--- config.mk ---
export PLATFORM = sky130hd
export DESIGN_NAME = ppo_port_cell
export DESIGN_NICKNAME = d
export VERILOG_FILES = /design/src/logic/ppo_pkg.sv /design/src/logic/ppo_port_cell.sv
export SDC_FILE = /design/constraint.sdc
export NUM_CORES = 1
export LEC_CHECK = 0
export BUFFER_PORTS_ARGS = -buffer_cell sky130_fd_sc_hd__buf_2
export CAP_MARGIN = 20
export CORE_MARGIN = 4
export CORE_UTILIZATION = 44
export DETAILED_ROUTE_END_ITERATION = 16
export PLACE_DENSITY_LB_ADDON = 0.25
export SLEW_MARGIN = 20
export SYNTH_ARGS = -nofsm -noshare
export SYNTH_HDL_FRONTEND = slang
export SYNTH_SLANG_ARGS = --single-unit
export TNS_END_PERCENT = 5
--- constraint.sdc ---
create_clock -name clock -period 4.08 [get_ports clock]
set_input_delay 0.408 -clock clock [delete_from_list [all_inputs] [get_ports clock]]
set_output_delay 0.408 -clock clock [all_outputs]
set_load 0.03 [all_outputs]
--- src/logic/ppo_pkg.sv ---
package ppo_pkg;

  // ****************************************************************
  // Port geometry
  // ****************************************************************
  localparam int unsigned PINS = 8;               // Pins in one port
  localparam int unsigned AW   = 4;               // Byte address width
  localparam int unsigned DW   = 32;              // Bus data width

  // ****************************************************************
  // Register byte offsets
  // ****************************************************************
  localparam logic [AW-1:0] OFS_DIR    = 4'h0;    // Direction bits
  localparam logic [AW-1:0] OFS_OUT    = 4'h4;    // Output value bits
  localparam logic [AW-1:0] OFS_IN     = 4'h8;    // Input sample / toggle
  localparam logic [AW-1:0] OFS_MCUCTL = 4'hC;    // Control register

  // ****************************************************************
  // Field positions and reset values
  // ****************************************************************
  localparam int unsigned   KILL_BIT   = 4;       // Global pull-up kill
  localparam logic [7:0]    DIR_RST    = 8'h00;   // All pins inputs
  localparam logic [7:0]    OUT_RST    = 8'h00;   // All values low
  localparam logic [7:0]    MCUCTL_RST = 8'h00;   // Pull-ups allowed

  // ****************************************************************
  // Timing
  // ****************************************************************
  localparam int unsigned   SYNC_STAGES = 2;      // Pin to sample bit delay
  localparam int unsigned   BUS_WAIT    = 1;      // Wait states per access

  // Bus handshake state
  typedef enum logic [0:0] {
    PPO_BUS_IDLE = 1'b0,                          // Request not yet served
    PPO_BUS_ACK  = 1'b1                           // Answer in this cycle
  } ppo_bus_t;

endpackage

--- src/logic/ppo_port_cell.sv ---
// Added by the designer: the register offsets and the Avalon-MM interface to the registers.
`timescale 1ns/1ps
// Behaviour
// RL1 - Deep sleep clamps digital inputs to ground
// RL2 - Enabled external interrupt pins escape the clamp
// RL3 - Clamp release on high pin sets flag
// RL4 - Pull-ups forced off while reset is active
// RL5 - Software should give unused pins defined levels
// RL6 - Default pull-up when dir,out,kill equal 010
// RL7 - Pull-up override value rules when enabled
// RL8 - Driver enable from override or direction bit
// RL9 - Driven level from override or output bit
// RL10 - Toggle override inverts stored output bit
// RL11 - Input enable from override or chip state
// RL12 - Alternate feed taken before the synchroniser
// RL13 - Strobes per port, clamp and kill shared
// RL14 - Peripherals drive their own override signals
// RL15 - Direction one drives output, zero is input
// RL16 - Writing one to input register toggles output
// RL17 - Control bit 4 kills all pull-ups; the code still lets pullup_ovr_en pins set their pull-up from pullup_ovr_val
// RL18 - Pin level sampled through two-stage synchroniser
// RL19 - Reset clears direction and output, pins tri-state
// RL20 - Toggle acts before the level override mux
module ppo_port_cell (
  // Clock and reset
  input  wire logic                        clock,
  input  wire logic                        sys_rst,
  // Avalon-MM register slave
  input  wire logic [ppo_pkg::AW-1:0]      avs_address,
  input  wire logic                        avs_read,
  input  wire logic                        avs_write,
  input  wire logic [ppo_pkg::DW-1:0]      avs_writedata,
  input  wire logic [3:0]                  avs_byteenable,
  output logic      [ppo_pkg::DW-1:0]      avs_readdata,
  output logic                             avs_waitrequest,
  // Sleep controller and external interrupt unit
  input  wire logic                        deep_sleep,
  input  wire logic [ppo_pkg::PINS-1:0]    ext_irq_enable,
  input  wire logic [ppo_pkg::PINS-1:0]    ext_irq_edge_sense,
  output logic      [ppo_pkg::PINS-1:0]    ext_irq_flag_set,
  // Alternate-function overrides, one per pin
  input  wire logic [ppo_pkg::PINS-1:0]    pullup_ovr_en,
  input  wire logic [ppo_pkg::PINS-1:0]    pullup_ovr_val,
  input  wire logic [ppo_pkg::PINS-1:0]    dir_ovr_en,
  input  wire logic [ppo_pkg::PINS-1:0]    dir_ovr_val,
  input  wire logic [ppo_pkg::PINS-1:0]    level_ovr_en,
  input  wire logic [ppo_pkg::PINS-1:0]    level_ovr_val,
  input  wire logic [ppo_pkg::PINS-1:0]    invert_ovr_en,
  input  wire logic [ppo_pkg::PINS-1:0]    input_gate_ovr_en,
  input  wire logic [ppo_pkg::PINS-1:0]    input_gate_ovr_val,
  output logic      [ppo_pkg::PINS-1:0]    alt_logic_feed,
  // Pad
  input  wire logic [ppo_pkg::PINS-1:0]    pad_in,
  output logic      [ppo_pkg::PINS-1:0]    pad_out,
  output logic      [ppo_pkg::PINS-1:0]    pad_oe,
  output logic      [ppo_pkg::PINS-1:0]    pad_pullup_on,
  // Shared control towards other ports
  output logic                             global_pullup_kill
);
  import ppo_pkg::*;

  // ****************************************************************
  // Storage
  // ****************************************************************
  logic [PINS-1:0] pin_direction_bit_q;           // Direction register
  logic [PINS-1:0] pin_direction_bit_d;           // Next direction
  logic [PINS-1:0] pin_output_value_bit_q;        // Output value register
  logic [PINS-1:0] pin_output_value_bit_d;        // Next output value
  logic [PINS-1:0] sync_first_q;                  // First sync stage
  logic [PINS-1:0] pin_input_sample_bit_q;        // Input sample register
  logic [PINS-1:0] sample_prev_q;                 // Previous sample
  logic [7:0]      mcu_control_reg_q;             // Control register
  logic [7:0]      mcu_control_reg_d;             // Next control value
  ppo_bus_t        bus_state_q;                   // Handshake state
  ppo_bus_t        bus_state_d;                   // Next handshake state
  logic [DW-1:0]   readdata_q;                    // Registered read data
  logic [DW-1:0]   readdata_d;                    // Next read data

  // ****************************************************************
  // Bus decode
  // ****************************************************************
  // Byte offset match helper, used for every register select
  function automatic logic hit(input logic [AW-1:0] a,
                               input logic [AW-1:0] ofs);
    hit = (a == ofs);
  endfunction

  wire       bus_req   = avs_read | avs_write;    // Any request pending
  wire       bus_take  = bus_req & (bus_state_q == PPO_BUS_ACK);
  wire       wr_lane0  = avs_write & bus_take & avs_byteenable[0];
  wire       wr_dir    = wr_lane0 & hit(avs_address, OFS_DIR);
  wire       wr_out    = wr_lane0 & hit(avs_address, OFS_OUT);
  wire       wr_in     = wr_lane0 & hit(avs_address, OFS_IN);
  wire       wr_ctl    = wr_lane0 & hit(avs_address, OFS_MCUCTL);
  wire [7:0] wbyte     = avs_writedata[7:0];      // Low lane write byte

  // One wait state, then the answer
  assign avs_waitrequest = bus_req & (bus_state_q != PPO_BUS_ACK);
  assign avs_readdata    = readdata_q;
  assign bus_state_d     = (bus_req & (bus_state_q == PPO_BUS_IDLE))
                           ? PPO_BUS_ACK : PPO_BUS_IDLE;

  // Read mux, unmapped offsets read zero
  assign readdata_d =
      hit(avs_address, OFS_DIR)    ? {24'h000000, pin_direction_bit_q}
    : hit(avs_address, OFS_OUT)    ? {24'h000000, pin_output_value_bit_q}
    : hit(avs_address, OFS_IN)     ? {24'h000000, pin_input_sample_bit_q}
    : hit(avs_address, OFS_MCUCTL) ? {24'h000000, mcu_control_reg_q}
    : 32'h00000000;

  // ****************************************************************
  // Register next values
  // ****************************************************************
  // Per-port strobes reach all pins alike [RL13]
  assign pin_direction_bit_d = wr_dir ? wbyte : pin_direction_bit_q;
  // Input-register write ones and toggle override flip the stored bit,
  // before the level override mux [RL16] [RL10] [RL20]
  assign pin_output_value_bit_d =
    (wr_out ? wbyte : pin_output_value_bit_q)
    ^ (wr_in ? wbyte : 8'h00) ^ invert_ovr_en;
  // Only the kill bit is writable in the control register
  assign mcu_control_reg_d = wr_ctl
    ? (wbyte & (8'h01 << KILL_BIT)) : mcu_control_reg_q;
  assign global_pullup_kill = mcu_control_reg_q[KILL_BIT]; // [RL17]

  // ****************************************************************
  // Per-pin cell
  // ****************************************************************
  logic [PINS-1:0] input_enable;                  // Digital input enable
  logic [PINS-1:0] gated_in;                      // Clamped pad level

  genvar gi;
  generate
    for (gi = 0; gi < PINS; gi = gi + 1) begin : g_pin
      // Chip-state enable: clamp in deep sleep unless ext irq [RL1] [RL2]
      wire state_en = ~deep_sleep | ext_irq_enable[gi];
      // Override takes the input enable when asserted [RL11]
      assign input_enable[gi] = input_gate_ovr_en[gi]
                                ? input_gate_ovr_val[gi] : state_en;
      // Clamp to ground ahead of the schmitt stage [RL1]
      assign gated_in[gi] = pad_in[gi] & input_enable[gi];
      // Driver enable from override or direction bit [RL8] [RL15]
      assign pad_oe[gi] = dir_ovr_en[gi] ? dir_ovr_val[gi]
                                         : pin_direction_bit_q[gi];
      // Driven level from override or stored value [RL9] [RL20]
      assign pad_out[gi] = level_ovr_en[gi] ? level_ovr_val[gi]
                                            : pin_output_value_bit_q[gi];
      // Pull-up: override, else {dir,out,kill} == 010, never in reset
      assign pad_pullup_on[gi] = ~sys_rst & (pullup_ovr_en[gi]   // [RL4]
        ? pullup_ovr_val[gi]                                     // [RL7]
        : ({pin_direction_bit_q[gi], pin_output_value_bit_q[gi],
            global_pullup_kill} == 3'h2));                       // [RL6]
    end
  endgenerate

  // Alternate functions see the level before the synchroniser [RL12]
  assign alt_logic_feed = gated_in;

  // Clamp release on a high pin looks like an edge, flag it [RL3]
  assign ext_irq_flag_set = ext_irq_edge_sense
    & (pin_input_sample_bit_q ^ sample_prev_q);

  // ****************************************************************
  // Clocked state
  // ****************************************************************
  // Registers clear to inputs with values low, pins tri-state [RL19]
  always_ff @(posedge clock or posedge sys_rst) begin
    if (sys_rst) begin
      pin_direction_bit_q    <= DIR_RST;
      pin_output_value_bit_q <= OUT_RST;
      mcu_control_reg_q      <= MCUCTL_RST;
    end else begin
      pin_direction_bit_q    <= pin_direction_bit_d;
      pin_output_value_bit_q <= pin_output_value_bit_d;
      mcu_control_reg_q      <= mcu_control_reg_d;
    end
  end

  // Input synchroniser and edge history [RL18]
  always_ff @(posedge clock or posedge sys_rst) begin
    if (sys_rst) begin
      sync_first_q           <= 8'h00;
      pin_input_sample_bit_q <= 8'h00;
      sample_prev_q          <= 8'h00;
    end else begin
      sync_first_q           <= gated_in;
      pin_input_sample_bit_q <= sync_first_q;
      sample_prev_q          <= pin_input_sample_bit_q;
    end
  end

  // Bus handshake and read data
  always_ff @(posedge clock or posedge sys_rst) begin
    if (sys_rst) begin
      bus_state_q <= PPO_BUS_IDLE;
      readdata_q  <= 32'h00000000;
    end else begin
      bus_state_q <= bus_state_d;
      readdata_q  <= readdata_d;
    end
  end
endmodule

**Word-level counts from Yosys, hierarchy flattened**

Cells that the tools add are included.

- Register bits after elaboration: 74
- Input port bits: 141
- Output and inout port bits: 74
- Logic and storage cells: 99

- Eq/ne operators: 11
- Mux-type cells: 39
- Bitwise gates (word level): 40
- Reduce and logical (&&, ||, !) cells: 1

Operator list:

| kind | number |
|---|---|
| 8-bit two-way mux | 5 |
| 1-bit two-way mux | 33 |
| 1-bit bitwise AND | 24 |
| 3-bit by 2-bit == test with 1-bit output, second input constant | 8 |
| 8-bit XOR | 3 |
| 1-bit bitwise OR | 9 |
| 8-bit bitwise AND | 1 |
| 4-bit == test, second input constant | 2 |
| 5-bit two-way mux | 1 |
| 4-bit by 3-bit == test with 1-bit output, second input constant | 1 |
| 4-bit logical NOT | 1 |
| 1-bit NOT | 3 |

**Longest topological paths before layout**

- Depth in word-level cells: 8
- Mapped depth: 7

**Least setup slack after synthesis**

Ideal clock, no wire load.

- Path type: flip-flop to output port
- Start point: register mcu_control_reg_q[4]
- End point: output port pad_pullup_on[0] (netlist bit)
- Arrival: 1463 ps
- Required time: 3672 ps
- Slack: 2209 ps
- Cell stages (with the launch flop): 5
- Path through: dfrtp_1 > clkbuf_1 > nor4b_1 > a21oi_1 > nor2_1

- Cells in the longest elaborated chain, start to end: 3

Ends and longest elaborated chain:

| item | line | text |
|---|---|---|
| from (decl) | ppo_port_cell.sv:72 | `logic [7:0] mcu_control_reg_q;` |
| from (signal assigned) | ppo_port_cell.sv:175 | `mcu_control_reg_q <= mcu_control_reg_d;` |
| 3-bit by 2-bit == test with 1-bit output | ppo_port_cell.sv:152 | `global_pullup_kill} == 3'h2));` |
| 1-bit two-way mux | ppo_port_cell.sv:150 | `? pullup_ovr_val[gi]` |
| 1-bit bitwise AND | ppo_port_cell.sv:149 | `assign pad_pullup_on[gi] = ~sys_rst & (pullup_ovr_en[gi]` |
| to (decl) | ppo_port_cell.sv:56 | `output logic [ppo_pkg::PINS-1:0] pad_pullup_on,` |

Every way passes these cells.

**Worst setup path after layout**

- Start point: register mcu_control_reg_q[4]
- End point: output port pad_pullup_on[6] (netlist bit)

The elaborated chain is that of the path after synthesis.

==> impl_metrics.tcl <==
set metrics [dict create \
    cts_sinks 50 \
    postCtsResizedCells 0 \
    cts_hold_buf 0 \
    cts-root-buf "clkbuf_8" \
    finalHoldViolCount 0 \
    route.detailed.drc 0 \
    power.density_mw_per_mm2 388 \
    min_period_ns 1.98 \
    final_common_cell "buf_2" \
    max-vdd-ir-drop_mv 0.184 \
    hpwl_um 6400 \
    die_width_um 90.1 \
    arrival_ns 1.57 \
    portBuffers 163 \
    crit_type "reg2out" \
    hp-class "in2reg" \
    drt-total-wl_um 8210 \
    grt_max_degree 51 \
    cts_buffer_depth 2 \
    most-common-layout-cells "buf_2 (163), dfrtp_1 (50), nor2_1 (33), mux2_2 (25), conb_1 (24)" \
    crit_fanout 11 \
    setup-violations-final 0 \
    syn_inst 303 \
    grt_pass1_wl_um 12800 \
    n_antenna_cell 0 \
    setup_ws_ns 2.10 \
    antenna_found_initial 0 \
    rrSetupSlack_ns 2.45 \
    synth_cell_types 34 \
    start_kind "flip-flop" \
    start_util 0.460 \
    path_buf_inv 1 \
    max_slew_margin 0.430 \
    first_pass_iters 4 \
    maxSlewViolCount 0 \
    synth_top_cell_area_share 0.422 \
    path_delay_family "flip-flops" \
    dp_slack_ns 1.96 \
    place_congestion 0.811 \
    fmax_mhz 506 \
    crit_path_max_incr_delay_ns 0.54 \
    numCtsBuffers 5 \
    required_ns 3.67 \
    post-route-period-util 0.484 \
    vias 2783 \
    die_height_um 90.1 \
    cap_violations 0 \
    grt_overflow 0 \
    tritoncts "built" \
    die-area_mm2 0.00812 \
    critPathCaptureType "primary output" \
    worst_slew_pin_slew_ns 0.855 \
    ios 215 \
    grt_pass1_vias 2711 \
    postCtsSetupRepairBufs 0 \
    wl_per_cell_um 15.4 \
    p_leak_nw 2.06 \
    netlist_area_mm2 0.00297 \
    synth.avg_cell_area_um2 9.79 \
    slowest_stage "dfrtp_1" \
    skew_ns 0.00446 \
    grt_usage 0.193 \
    synth_area_leader_cell "dfrtp_1" \
    ys_ff_latch 50 \
    status "finished, final reports clean" \
    h-tree-depth 2 \
    ant_nets 0 \
    final_nets 597 \
    syn2layout_area_growth_pct 27.7 \
    tns_ns 0 \
    core_area_mm2 0.00646 \
    avgViaCountPerCell 5.21 \
    worst_skew_pair.late_latency_ns 0.30 \
    rsz0062_at_grt "false" \
    synth.yosys.seq_area_share 0.422 \
    clkSlewWorstSetupHoldPaths_ns 0.10 \
    synthTopCellsByArea "dfrtp_1 (42%), mux2_2 (9.5%), buf_4 (6.3%), xor2_1 (4.7%), nor2_1 (4.2%)" \
    drtIter0Drc 97 \
    path_cells "nor4b_1 -> a21oi_1 -> nor2_1 -> buf_2" \
    num_rows 29 \
    drive_above_1_share 0.442 \
    ys_warn_count 0 \
]
## flip-flops by register name (all words and copies together) (netlist names)
name                    cells
mcu_control_reg_q           1
avs_readdata                8
sample_prev_q               8
bus_state_q                 1
pin_output_value_bit_q      8
pin_input_sample_bit_q      8
sync_first_q                8
pin_direction_bit_q         8
## per-layer routing
metal	global-route usage	vias up	part of all wire
li1	-	1324	-
met1	0.226	1310	0.40
met2	0.352	141	0.51
met3	0.0426	8	0.085
met4	0.0574	0	0.012
met5	0	-	0
## report_power, final
group	switching [mW]	internal, mW	leakage [nW]
registers	0.0827	0.556	0.636
logic	0.308	0.212	1.38
clock network	0.171	0.140	0.0478
total	0.561	0.908	2.06
## metrics by stage
step	hold WS (ns)	cell area (µm²)	cells	util	total power, mW
global placement	0.333	3690	526	0.571	1.16
CTS	0.264	3790	534	0.587	1.48
detailed placement	0.335	3690	526	0.571	1.17
finish	0.275	3790	534	0.587	1.47
floorplan	0.331	3050	326	-	1.02
global route	0.270	3790	534	0.587	1.56
## synthesized netlist by cell type (all sizes together)
library cell and number:
a211o 8, a21oi 23, a31oi 8, a41oi 8
and2 10, and3 1, and4 1, buf 36
clkbuf 4, conb 1, dfrtp 50, inv 17
mux2 25, mux2i 7, mux4 1, nand2 9
nand2b 8, nand3 1, nand4b 1, nor2 34
nor2b 1, nor3 8, nor4b 8, o21ai 8
o311ai 8, or2 1, xor2 16
## layout make-up
type / instances / area [µm²]
repair buffers: 163 / 816
inverters: 17 / 65.1
flip-flops and latches: 50 / 1250
well taps: 77 / 96.3
multi-input cells: 219 / 1460
fillers: 595 / 2670
clock inverters: 2 / 16.3
clock buffers: 6 / 82.6
## path summary, 6_finish.rpt
| check | startpoint | end | cells after the start |
|---|---|---|---|
| worst max-delay path | mcu_control_reg_q[4] | pad_pullup_on[6] | 4 |
| worst min-delay path | invert_ovr_en[7] | pin_output_value_bit_q[7] | 2 |
| worst max register to register | bus_state_q | pin_output_value_bit_q[2] | 4 |
| worst min register to register | sync_first_q[7] | pin_input_sample_bit_q[7] | 0 |
| max in group asynchronous | sys_rst | pin_output_value_bit_q[0] | 2 |
| min in group asynchronous | sys_rst | avs_readdata[0] | 2 |
## logic make-up after synthesis
group	after synthesis	share of synthesized area
compound gates	63	0.143
xor+xnor	16	0.0472
buf+inv	57	0.114
flops	50	0.422
mux	33	0.126
other cells	1	0.00126
simple gates	83	0.147
Power figures use the tool's default switching activity.
